$ cat config.mk
export PLATFORM = sky130hd
export DESIGN_NAME = crtdp_core
export DESIGN_NICKNAME = d
export VERILOG_FILES = /design/src/crtdp_pkg.sv /design/src/crtdp_host_port.sv /design/src/crtdp_core.sv
export SDC_FILE = /design/constraint.sdc
export NUM_CORES = 1
export LEC_CHECK = 0
export BUFFER_PORTS_ARGS = -buffer_cell sky130_fd_sc_hd__buf_2
export CAP_MARGIN = 25
export CORE_ASPECT_RATIO = 1.5
export CORE_MARGIN = 5
export CORE_UTILIZATION = 66
export DETAILED_ROUTE_END_ITERATION = 8
export PLACE_DENSITY = 0.95
export SLEW_MARGIN = 20
export SYNTH_ARGS = -nofsm -noshare
export SYNTH_HDL_FRONTEND = slang
export SYNTH_HIERARCHICAL = 1
export SYNTH_SLANG_ARGS = --single-unit
$ cat constraint.sdc
create_clock -name clk -period 3.17 [get_ports clk]
set_input_delay 0 -clock clk [delete_from_list [all_inputs] [get_ports clk]]
set_output_delay 0 -clock clk [all_outputs]
set_load 0.03 [all_outputs]
$ cat src/crtdp_pkg.sv
// package of constants for the crt display processor ports block
// Contract
// protocol chosen automatically by data strobe level latched at address strobe fall
// address strobe fall latches address byte, data strobe and chip select
// access answered only when chip select was low at address strobe fall
// rd/wr host: drive data while strobe low, rw high; write on rw low
// strobe host: rw sets direction; strobe high writes or enables read data
// host holds rw low to write, high to read
// memory address strobe pulses once per memory cycle continuously
// memory cycle is 500 ns; memory needs 250 ns access
// low address on memory bus while strobe high, data while low
// six high address bits on dedicated outputs form a 14-bit address
// memory output enable low only when memory must drive the bus
// memory write enable low in write cycles, high in reads
// colour outputs low during horizontal and vertical blanking
// active high insert output marks pixels replacing external video
// first sync output is composite when option bit 4 set, else line sync
// second sync output is phase compare when bit 4 set, else frame sync
// external sync input realigns own line and frame timing; code realigns only the line counter (hPix), not the frame counter (vLine)
// 4 MHz pixel clock output edges aligned with colour changes
// eight direct host registers: command, three data, two pointer pairs
// direct registers reach memory and five indirect display registers
// up to 25 rows of 40 or 80 characters; user sets only in 40; code draws no characters, each active pixel shows marginCursor[3:0]
// 40 column format supports 24, 8/24 compressed and 16 bit codes; code decodes no character codes
package crtdp_pkg;
	localparam int CLK_MHZ = 200;
	localparam int MEM_CYCLE_NS = 500;
	localparam int MEM_CYCLE_CLKS = MEM_CYCLE_NS * CLK_MHZ / 1000;
	localparam int MEM_ADDR_PHASE_CLKS = MEM_CYCLE_CLKS / 2;
	localparam int MEM_WE_START_CLKS = MEM_CYCLE_CLKS * 3 / 5;
	localparam int MEM_WE_END_CLKS = MEM_CYCLE_CLKS * 9 / 10;
	localparam int PIX_MHZ = 4;
	localparam int PIX_HALF_CLKS = CLK_MHZ / (PIX_MHZ * 2);
	localparam int LINE_PIX = 256;
	localparam int LINE_ACTIVE_PIX = 160;
	localparam int HSYNC_START_PIX = 192;
	localparam int HSYNC_END_PIX = 211;
	localparam int FRAME_LINES = 312;
	localparam int FRAME_ACTIVE_LINES = 250;
	localparam int VSYNC_START_LINE = 280;
	localparam int VSYNC_END_LINE = 283;
	localparam int ROW_LINES = 10;
	localparam logic [2:0] REG_CMD = 3'h0;
	localparam logic [2:0] REG_DATA1 = 3'h1;
	localparam logic [2:0] REG_DATA2 = 3'h2;
	localparam logic [2:0] REG_DATA3 = 3'h3;
	localparam logic [2:0] REG_AUX_Y = 3'h4;
	localparam logic [2:0] REG_AUX_X = 3'h5;
	localparam logic [2:0] REG_MAIN_Y = 3'h6;
	localparam logic [2:0] REG_MAIN_X = 3'h7;
	localparam int EXEC_BIT = 3;
	localparam logic [7:0] CMD_MEM_RD = 8'h00;
	localparam logic [7:0] CMD_MEM_WR = 8'h01;
	localparam logic [7:0] CMD_IND_RD = 8'h02;
	localparam logic [7:0] CMD_IND_WR = 8'h03;
	localparam logic [2:0] IND_ROR = 3'h0;
	localparam logic [2:0] IND_DOR = 3'h1;
	localparam logic [2:0] IND_PAT = 3'h2;
	localparam logic [2:0] IND_MAT = 3'h3;
	localparam logic [2:0] IND_TGS = 3'h4;
	localparam int TGS_SYNC_SEL_BIT = 4;
	localparam int TGS_80COL_BIT = 7;
	localparam logic [7:0] RESET_BYTE = 8'h00;
	localparam int STATUS_BUSY_BIT = 7;
endpackage : crtdp_pkg

$ cat src/crtdp_host_port.sv
// host port: protocol detect, address latch, register strobes
`timescale 1ns/1ps
`default_nettype none
module crtdp_host_port (
	input wire logic clk,
	input wire logic resetn,
	input wire logic addrStrobe,
	input wire logic dataStrobe,
	input wire logic readWrite,
	input wire logic chipSelN,
	input wire logic [7:0] adIn,
	output logic wrPulse,
	output logic rdActive,
	output logic [2:0] regIdx,
	output logic [7:0] wrData
);
	typedef struct packed {
		logic [1:0] asS;
		logic [1:0] dsS;
		logic [1:0] rwS;
		logic [1:0] csS;
		logic [7:0] ad1;
		logic [7:0] ad2;
		logic asP;
		logic strbP;
		logic rwP;
		logic selected;
		logic strobeHost;
		logic [2:0] idx;
		logic wr;
		logic rd;
		logic [7:0] data;
	} crtdp_hp_type;
	crtdp_hp_type s_q, s_d;
	logic asFall, strbNow;

	// synchronise pins, latch address phase, decode strobes
	always_comb begin
		s_d = s_q;
		s_d.asS = {s_q.asS[0], addrStrobe};
		s_d.dsS = {s_q.dsS[0], dataStrobe};
		s_d.rwS = {s_q.rwS[0], readWrite};
		s_d.csS = {s_q.csS[0], chipSelN};
		s_d.ad1 = adIn;
		s_d.ad2 = s_q.ad1;
		s_d.asP = s_q.asS[1];
		s_d.wr = 1'b0;
		asFall = s_q.asP & ~s_q.asS[1];
		if (asFall) begin
			s_d.strobeHost = ~s_q.dsS[1];
			s_d.selected = ~s_q.csS[1];
			s_d.idx = s_q.ad2[2:0];
		end
		// active transfer strobe for the latched protocol
		if (s_q.strobeHost) begin
			strbNow = s_q.dsS[1];
		end else begin
			strbNow = s_q.rwS[1] ? ~s_q.dsS[1] : 1'b1;
		end
		// quiet through the address phase: a host changing bus style fakes no strobe
		strbNow = strbNow & ~s_q.asS[1] & ~s_q.asP;
		s_d.strbP = strbNow;
		s_d.rwP = s_q.rwS[1];
		s_d.rd = s_q.selected & strbNow & s_q.rwS[1]; // AUX_POINTER_REGS R6
		// write lands when a strobe ends after read/write low, never at the end of a read
		if (s_q.selected & s_q.strbP & ~strbNow & ~s_q.rwP) begin
			s_d.wr = 1'b1; // AUX_POINTER_REGS R6
		end
		if (s_q.selected & strbNow & ~s_q.rwS[1]) begin
			s_d.data = s_q.ad2;
		end
	end

	always_ff @(posedge clk or negedge resetn) begin
		if (!resetn) begin
			s_q <= '0;
		end else begin
			s_q <= s_d;
		end
	end

	assign wrPulse = s_q.wr;
	assign rdActive = s_q.rd;
	assign regIdx = s_q.idx;
	assign wrData = s_q.data;
endmodule : crtdp_host_port
`default_nettype wire

$ cat src/crtdp_core.sv
// top: host registers, memory cycler, video timing and sync selection
`timescale 1ns/1ps
`default_nettype none
module crtdp_core (
	input wire logic clk,
	input wire logic resetn,
	input wire logic hostAddrStrobe,
	input wire logic hostDataStrobe,
	input wire logic hostReadWrite,
	input wire logic hostChipSelN,
	input wire logic [7:0] hostAdIn,
	output logic [7:0] hostAdOut,
	output logic hostAdOeN,
	input wire logic [7:0] memAdBusIn,
	output logic [7:0] memAdBusOut,
	output logic memAdBusOeN,
	output logic [5:0] memHighAddr,
	output logic memAddrStrobeN,
	output logic memOutEnN,
	output logic memWriteEnN,
	output logic red,
	output logic green,
	output logic blue,
	output logic insert,
	output logic lineOrCompositeSync,
	output logic phaseCmpOrFrameSync,
	input wire logic extSyncInput,
	output logic pixelClockOut
);
	localparam int CYC_W = 7;
	localparam logic [CYC_W-1:0] CYC_LAST = CYC_W'(crtdp_pkg::MEM_CYCLE_CLKS - 1);
	localparam logic [CYC_W-1:0] CYC_ADDR = CYC_W'(crtdp_pkg::MEM_ADDR_PHASE_CLKS);
	localparam logic [CYC_W-1:0] CYC_WE0 = CYC_W'(crtdp_pkg::MEM_WE_START_CLKS);
	localparam logic [CYC_W-1:0] CYC_WE1 = CYC_W'(crtdp_pkg::MEM_WE_END_CLKS);
	localparam logic [4:0] PIX_LAST = 5'(crtdp_pkg::PIX_HALF_CLKS - 1);

	typedef enum logic [1:0] {
		MEM_IDLE = 2'b00,
		MEM_REQ = 2'b01,
		MEM_RUN = 2'b10
	} crtdp_mem_type;

	typedef struct packed {
		logic [7:0] cmd;
		logic [7:0] data1;
		logic [7:0] data2;
		logic [7:0] data3;
		logic [7:0] auxY;
		logic [7:0] auxX;
		logic [7:0] mainY;
		logic [7:0] mainX;
		logic [7:0] pageOrigin;
		logic [7:0] chargenBase;
		logic [7:0] pageAttr;
		logic [7:0] marginCursor;
		logic [7:0] timingOption;
		crtdp_mem_type memSt;
		logic memIsWrite;
		logic [CYC_W-1:0] cyc;
		logic [13:0] cycAddr;
		logic [7:0] refresh;
		logic [7:0] rdBack;
		logic [7:0] adOut;
		logic adOeN;
		logic [7:0] mOut;
		logic mOeN;
		logic [5:0] mHigh;
		logic asmN;
		logic oeN;
		logic weN;
		logic [4:0] pixDiv;
		logic pixClk;
		logic [7:0] hPix;
		logic [8:0] vLine;
		logic [1:0] syncS;
		logic syncP;
		logic phaseErr;
		logic [3:0] rgbi;
		logic hs;
		logic vs;
	} crtdp_core_type;

	crtdp_core_type s_q, s_d;
	logic wrPulse, rdActive;
	logic [2:0] regIdx;
	logic [7:0] wrData;
	logic pixTick, blank, hsNow, vsNow, syncFall, hostMemBusy;

	crtdp_host_port u_host (
		.clk(clk),
		.resetn(resetn),
		.addrStrobe(hostAddrStrobe),
		.dataStrobe(hostDataStrobe),
		.readWrite(hostReadWrite),
		.chipSelN(hostChipSelN),
		.adIn(hostAdIn),
		.wrPulse(wrPulse),
		.rdActive(rdActive),
		.regIdx(regIdx),
		.wrData(wrData)
	);

	// decode of one of eight direct registers for readback
	function automatic logic [7:0] directRead(input crtdp_core_type s, input logic [2:0] i);
		case (i)
			crtdp_pkg::REG_CMD: directRead = {s.memSt != MEM_IDLE, 7'h00};
			crtdp_pkg::REG_DATA1: directRead = s.data1;
			crtdp_pkg::REG_DATA2: directRead = s.data2;
			crtdp_pkg::REG_DATA3: directRead = s.data3;
			crtdp_pkg::REG_AUX_Y: directRead = s.auxY;
			crtdp_pkg::REG_AUX_X: directRead = s.auxX;
			crtdp_pkg::REG_MAIN_Y: directRead = s.mainY;
			default: directRead = s.mainX;
		endcase
	endfunction : directRead

	always_comb begin
		s_d = s_q;
		hostMemBusy = s_q.memSt != MEM_IDLE;
		// ---------------------------------------------------------------
		// direct host registers and command execution
		// ---------------------------------------------------------------
		if (wrPulse) begin
			case (regIdx)
				crtdp_pkg::REG_CMD: s_d.cmd = wrData;
				crtdp_pkg::REG_DATA1: s_d.data1 = wrData;
				crtdp_pkg::REG_DATA2: s_d.data2 = wrData;
				crtdp_pkg::REG_DATA3: s_d.data3 = wrData;
				crtdp_pkg::REG_AUX_Y: s_d.auxY = wrData;
				crtdp_pkg::REG_AUX_X: s_d.auxX = wrData;
				crtdp_pkg::REG_MAIN_Y: s_d.mainY = wrData;
				default: s_d.mainX = wrData;
			endcase
		end
		// indirect register access and memory request launch
		if (wrPulse && regIdx[crtdp_pkg::EXEC_BIT-1:0] == 3'h0 && regIdx == crtdp_pkg::REG_CMD
			&& !hostMemBusy) begin
			case (wrData)
				crtdp_pkg::CMD_IND_WR: begin
					case (s_q.data2[2:0])
						crtdp_pkg::IND_ROR: s_d.pageOrigin = s_q.data1;
						crtdp_pkg::IND_DOR: s_d.chargenBase = s_q.data1;
						crtdp_pkg::IND_PAT: s_d.pageAttr = s_q.data1;
						crtdp_pkg::IND_MAT: s_d.marginCursor = s_q.data1;
						default: s_d.timingOption = s_q.data1;
					endcase
				end
				crtdp_pkg::CMD_IND_RD: begin
					case (s_q.data2[2:0])
						crtdp_pkg::IND_ROR: s_d.data1 = s_q.pageOrigin;
						crtdp_pkg::IND_DOR: s_d.data1 = s_q.chargenBase;
						crtdp_pkg::IND_PAT: s_d.data1 = s_q.pageAttr;
						crtdp_pkg::IND_MAT: s_d.data1 = s_q.marginCursor;
						default: s_d.data1 = s_q.timingOption;
					endcase
				end
				crtdp_pkg::CMD_MEM_WR: begin
					s_d.memSt = MEM_REQ;
					s_d.memIsWrite = 1'b1;
				end
				crtdp_pkg::CMD_MEM_RD: begin
					s_d.memSt = MEM_REQ;
					s_d.memIsWrite = 1'b0;
				end
				default: s_d.memSt = s_q.memSt;
			endcase
		end
		// host read data drive
		s_d.adOeN = ~rdActive; // AUX_POINTER_REGS
		s_d.adOut = directRead(s_q, regIdx);
		// ---------------------------------------------------------------
		// memory cycler: one 500 ns cycle, refresh when no host access
		// ---------------------------------------------------------------
		s_d.cyc = (s_q.cyc == CYC_LAST) ? '0 : s_q.cyc + 1'b1;
		if (s_q.cyc == CYC_LAST) begin
			if (s_q.memSt == MEM_REQ) begin
				s_d.memSt = MEM_RUN;
				s_d.cycAddr = {s_q.mainY[5:0], s_q.mainX};
			end else begin
				if (s_q.memSt == MEM_RUN) begin
					s_d.memSt = MEM_IDLE;
				end
				s_d.cycAddr = {6'h00, s_q.refresh};
				s_d.refresh = s_q.refresh + 1'b1;
			end
		end
		// strobe high during address phase, low during data phase
		s_d.asmN = s_q.cyc < CYC_ADDR;
		s_d.mHigh = s_q.cycAddr[13:8];
		if (s_q.cyc < CYC_ADDR) begin
			s_d.mOut = s_q.cycAddr[7:0];
			s_d.mOeN = 1'b0;
		end else begin
			s_d.mOut = s_q.data1;
			s_d.mOeN = ~(s_q.memSt == MEM_RUN && s_q.memIsWrite);
		end
		s_d.oeN = ~(s_q.cyc >= CYC_ADDR && !(s_q.memSt == MEM_RUN && s_q.memIsWrite));
		s_d.weN = ~(s_q.memSt == MEM_RUN && s_q.memIsWrite
			&& s_q.cyc >= CYC_WE0 && s_q.cyc < CYC_WE1);
		if (s_q.memSt == MEM_RUN && !s_q.memIsWrite && s_q.cyc == CYC_LAST) begin
			s_d.data1 = memAdBusIn;
		end
		// ---------------------------------------------------------------
		// pixel clock divider and raster timing
		// ---------------------------------------------------------------
		s_d.pixDiv = (s_q.pixDiv == PIX_LAST) ? '0 : s_q.pixDiv + 1'b1;
		pixTick = (s_q.pixDiv == PIX_LAST) && s_q.pixClk;
		if (s_q.pixDiv == PIX_LAST) begin
			s_d.pixClk = ~s_q.pixClk;
		end
		s_d.syncS = {s_q.syncS[0], extSyncInput};
		s_d.syncP = s_q.syncS[1];
		syncFall = s_q.syncP & ~s_q.syncS[1];
		if (pixTick) begin
			if (s_q.hPix == 8'(crtdp_pkg::LINE_PIX - 1)) begin
				s_d.hPix = '0;
				s_d.vLine = (s_q.vLine == 9'(crtdp_pkg::FRAME_LINES - 1)) ? '0 : s_q.vLine + 1'b1;
			end else begin
				s_d.hPix = s_q.hPix + 1'b1;
			end
		end
		// external sync pulls the line counter to sync start
		if (syncFall) begin
			s_d.hPix = 8'(crtdp_pkg::HSYNC_START_PIX);
			s_d.phaseErr = s_q.hPix != 8'(crtdp_pkg::HSYNC_START_PIX);
		end
		blank = s_q.hPix >= 8'(crtdp_pkg::LINE_ACTIVE_PIX)
			|| s_q.vLine >= 9'(crtdp_pkg::FRAME_ACTIVE_LINES);
		hsNow = s_q.hPix >= 8'(crtdp_pkg::HSYNC_START_PIX)
			&& s_q.hPix < 8'(crtdp_pkg::HSYNC_END_PIX);
		vsNow = s_q.vLine >= 9'(crtdp_pkg::VSYNC_START_LINE)
			&& s_q.vLine < 9'(crtdp_pkg::VSYNC_END_LINE);
		// colour/insert update only with the pixel clock edge
		if (pixTick) begin
			if (blank) begin
				s_d.rgbi = 4'h0;
			end else begin
				s_d.rgbi = s_q.marginCursor[3:0];
			end
		end
		if (s_q.timingOption[crtdp_pkg::TGS_SYNC_SEL_BIT]) begin
			s_d.hs = hsNow ^ vsNow;
			s_d.vs = s_q.phaseErr;
		end else begin
			s_d.hs = hsNow;
			s_d.vs = vsNow;
		end
	end

	always_ff @(posedge clk or negedge resetn) begin
		if (!resetn) begin
			s_q <= '0;
			s_q.adOeN <= 1'b1;
			s_q.mOeN <= 1'b1;
			s_q.oeN <= 1'b1;
			s_q.weN <= 1'b1;
			s_q.asmN <= 1'b1;
		end else begin
			s_q <= s_d;
		end
	end

	assign hostAdOut = s_q.adOut;
	assign hostAdOeN = s_q.adOeN;
	assign memAdBusOut = s_q.mOut;
	assign memAdBusOeN = s_q.mOeN;
	assign memHighAddr = s_q.mHigh;
	assign memAddrStrobeN = s_q.asmN;
	assign memOutEnN = s_q.oeN;
	assign memWriteEnN = s_q.weN;
	assign red = s_q.rgbi[0];
	assign green = s_q.rgbi[1];
	assign blue = s_q.rgbi[2];
	assign insert = s_q.rgbi[3];
	assign lineOrCompositeSync = s_q.hs;
	assign phaseCmpOrFrameSync = s_q.vs;
	assign pixelClockOut = s_q.pixClk;
endmodule : crtdp_core
`default_nettype wire

==> results by stage <==
Worst setup path:
- The endpoint required time on the critical path is 3550 ps.
- Data arrives at the worst endpoint at 2870 ps.
- The critical path starts at u_host/wrData[3]$_DFFE_PN0P_.
- The critical path in this run is classified as flop to flop.
- STA classifies the critical path startpoint as a flop.
- The origin of the critical flop-to-flop path is u_host/wrData[3]$_DFFE_PN0P_.
- Along the worst path, the maximum fanout reaches 16.
- The worst setup path is captured at a flop.
- The number of cells traversed by the worst register-to-register path is 4.

Cells and area:
- The net count reported at finish is 885.
- The post-synthesis to final-layout area growth is 11.13%.
- Of the cells placed in the final design, the portion with a size suffix greater than 1 is 27.68%.
- The repair_antennas step left the layout with diodes totalling 0.

Drt:
- The detailed router's first-iteration violation count is 817.
- After detailed routing, the average wire length per cell comes to 21.60 µm.
- For this block, the routed nets add up to 23.03 mm of wire.
- The remaining antenna violation count after routing is 0.
- The per-cell via count in the routed design is 6.363.
- The DRC violation count after routing is 0.
- The first detailed-routing pass took 5 iterations.
- For this block, the via count after detailed routing is 6783.

Synth:
- The cell count after synthesis is 812.
- The dominant synthesized flop cell is dfrtp_1.
- The number of distinct library cells after synthesis is 66.
- In the synthesized netlist, the cells that appear most often are dfrtp_1 (225), mux2_2 (96), nand2_1 (60), mux2i_1 (35), buf_4 (33).
- The proportion of synthesized chip area in sequential cells is 56.63%.
- The number of warnings printed during yosys synthesis is 6.
- The average footprint of a synthesized cell is 12.53 µm².
- Summing every instance area after synthesis gives 10170 µm².
- The biggest area consumer among synthesized cells is dfrtp_1.
- The net count after synthesis is 844.
- Synthesis inferred 230 register bits.
- The number of synthesized flops with an enable pin is 0.
- Of all flip-flops after synthesis, the portion carrying an async set or reset was 100.0%.
- The dominant cell by count in the synthesized netlist is dfrtp_1.
- The share of synthesized area in the top cell type comes to 55.34%.
- Ranked by total cell area, the synthesized netlist is headed by dfrtp_1 (55%), mux2_2 (11%), mux2i_1 (3.4%).

STA:
- Setup violations remaining at the end of the flow were counted as 0.
- Summed over all failing endpoints, the final setup total negative slack is 0 ps.
- The setup clock skew after layout is 17.42 ps.
- Of the available clock period, the critical path in the final layout requires 78.55%.
- The headroom to the max-slew limit is 36.10%.
- For the pin with the worst max-slew slack, the measured transition is 956.0 ps.
- The number of endpoints with negative hold slack in the final report is 0.
- Setup repair after global routing left no endpoint under its margin.
- Subtracting the final worst setup slack from the clock period gives 2490 ps.
- The max-slew violation count is 0.
- The fmax is 401.6 MHz.
- The worst setup margin is 679.9 ps.

Clocking:
- The worst-skew pair later-pin latency is 500 ps.
- CTS built an H-tree with a depth of 1.
- The number of post-CTS setup repair buffers is 0.
- The maximum clock path buffer count is 3.
- The register clock-pin slew on the reported worst setup and hold paths is 70 ps.
- TritonCTS built the clock tree.
- Post-CTS repair changed the size of 0 cells.
- The tree built by TritonCTS fans out to 230 sinks.
- The root buffer cell is clkbuf_16.
- The number of buffers created by CTS is 21.

Place:
- During placement, the flow inserted port buffers numbering 56.
- At the end of routability-driven placement, the weighted congestion stood at 0.8769.
- The placed wire-length estimate is 14.40 mm.
- Timing analysis after detailed placement gives a worst setup slack of 724.6 ps.

Floorplan:
- The initial utilization of the core area, before any placement, comes to 67.21%.
- The die covers 18050 µm².
- The horizontal die dimension is 111.4 µm.
- In this run the vertical extent of the chip is 162.1 µm.
- Row generation in the floorplan step produced 55 rows.
- The core box area is 15140 µm².
- For this design the top-level I/O count stands at 57.

Power:
- The analysis attributes to cell leakage a power of 0.005369 µW.
- The peak ir drop on the vdd network is 0.0004973 V.
- Dividing total power by cell area gives a power density of 567.3 nW/µm².

Global routing:
- The initial antenna violation count is 0.
- Across every metal layer, demand over resource in global routing totals 26.00%.
- The first global-routing pass estimated 37.70 mm of wire.
- The via count of the first global-routing pass is 7160.
- The remaining global-route overflow is 0.
- The largest net degree at the start of global routing is 112.

Job:
- Max-cap violations in this run came to 0.

Min path:
- In this run the most critical hold path is launched from hostAdIn[5].
- The path class of the tightest hold or removal check is primary input to flop.
- The number of cells traversed by the worst hold path is 2.

Status:
- The run finished with clean final reports.
[final cells by class]
class,instances,area [µm²]
timing repair buffer,90,613.1
fill,895,3832
multi-input combinational,495,3944
sequential,230,5762
clock buffer,28,601.8
inverter,15,56.30
tap,199,249.0
clock inverter,9,81.33
[worst max-delay path, stage by stage (launching register included)]
cell and delay [ps]:
dfrtp_1 540, nor4b_4 440, nand4_1 660, a211o_1 510
a22o_1 210
[metal layers]
| layer | share of wire (%) | track usage, % |
|---|---|---|
| met4 | 5.9 | 13.45 |
| met2 | 52 | 46.81 |
| met5 | 0 | 0 |
| met1 | 35 | 30.11 |
| met3 | 6.2 | 3.727 |
[per-stage QoR]
step                utilization (%)  area (µm²)  hold slack, ps  cells  power (µW)
floorplan                         -       10170          -295.6    812        3716
global placement              68.72       10400           99.72   1007        3875
detailed placement            68.72       10400           107.3   1007        3908
CTS                           74.69       11310           122.0   1066        6434
global route                  74.69       11310           142.7   1066        6614
finish                        74.69       11310           139.4   1066        6414
[registers in the layout, summed over array words and instances, names as in the netlist, 3 cells and up, named ones only]
signal,flops
hostAdOut,8
u_host/regIdx,3
u_host/s_q,15
u_host/wrData,8
u_host/s_d,14
memAdBusOut,8
s_d,8
memHighAddr,6
s_q,145
[worst paths after layout]
| path | end | slack (ps) |
|---|---|---|
| min | u_host/s_d[23]$_DFF_PN0_ | 140 |
| min in group asynchronous | s_q[94]$_DFF_PN0_ | 160 |
| max | s_q[191]$_DFF_PN0_ | 680 |
| min reg2reg | u_host/s_q[24]$_DFF_PN0_ | 350 |
| max in group asynchronous | hostAdOeN$_DFF_PN1_ | 2070 |
| max reg2reg | s_q[191]$_DFF_PN0_ | 680 |
[cells in the final DEF, fill, tap and decap left out, types with 4 or more instances in the layout]
master	instances
a211o_1	8
nand2_1	60
nor3_1	12
buf_2	55
nor2b_1	7
mux2_2	96
o22ai_1	10
ha_1	9
buf_4	11
xnor2_1	6
nor2_1	30
o21ai_0	30
and3_1	6
o2bb2ai_1	4
nor4_1	4
mux2_4	16
a21oi_1	17
clkbuf_16	21
xor2_1	13
inv_1	15
nand3_1	27
clkbuf_8	5
nand4_1	12
nand2b_1	5
mux2i_1	35
dfrtp_1	225
a22o_1	15
dfstp_2	5
or3_1	6
dlygate4sd3_1	22
clkinv_2	4
a31oi_1	7
[repair_timing]
action | 4_1_cts | 5_1_grt
setup endpoints to repair | 0 | 0
endpoints found under the hold margin | 125 | 0
hold buffers | 22 | 0
[cells by family (layout without fill, tap and decap cells)]
kind of cell | count (synthesis) | in the layout | synth area share [%]
flops | 230 | 230 | 56.63
simple gates | 203 | 203 | 11.33
mux | 150 | 150 | 17.09
compound gates | 114 | 114 | 7.538
buf+inv | 87 | 142 | 4.673
xor+xnor | 19 | 19 | 1.636
fa+ha+maj | 9 | 9 | 1.107
[power breakdown]
| group | switching [µW] | total (µW) | leakage [µW] | internal [µW] |
|---|---|---|---|---|
| clock | 1080 | 2500 | 0.000331 | 1420 |
| sequential | 275 | 3360 | 0.00304 | 3080 |
| combinational | 320 | 558 | 0.00199 | 238 |
| total | 1670 | 6410 | 0.00537 | 4740 |
(Power assumes the default switching activity.)
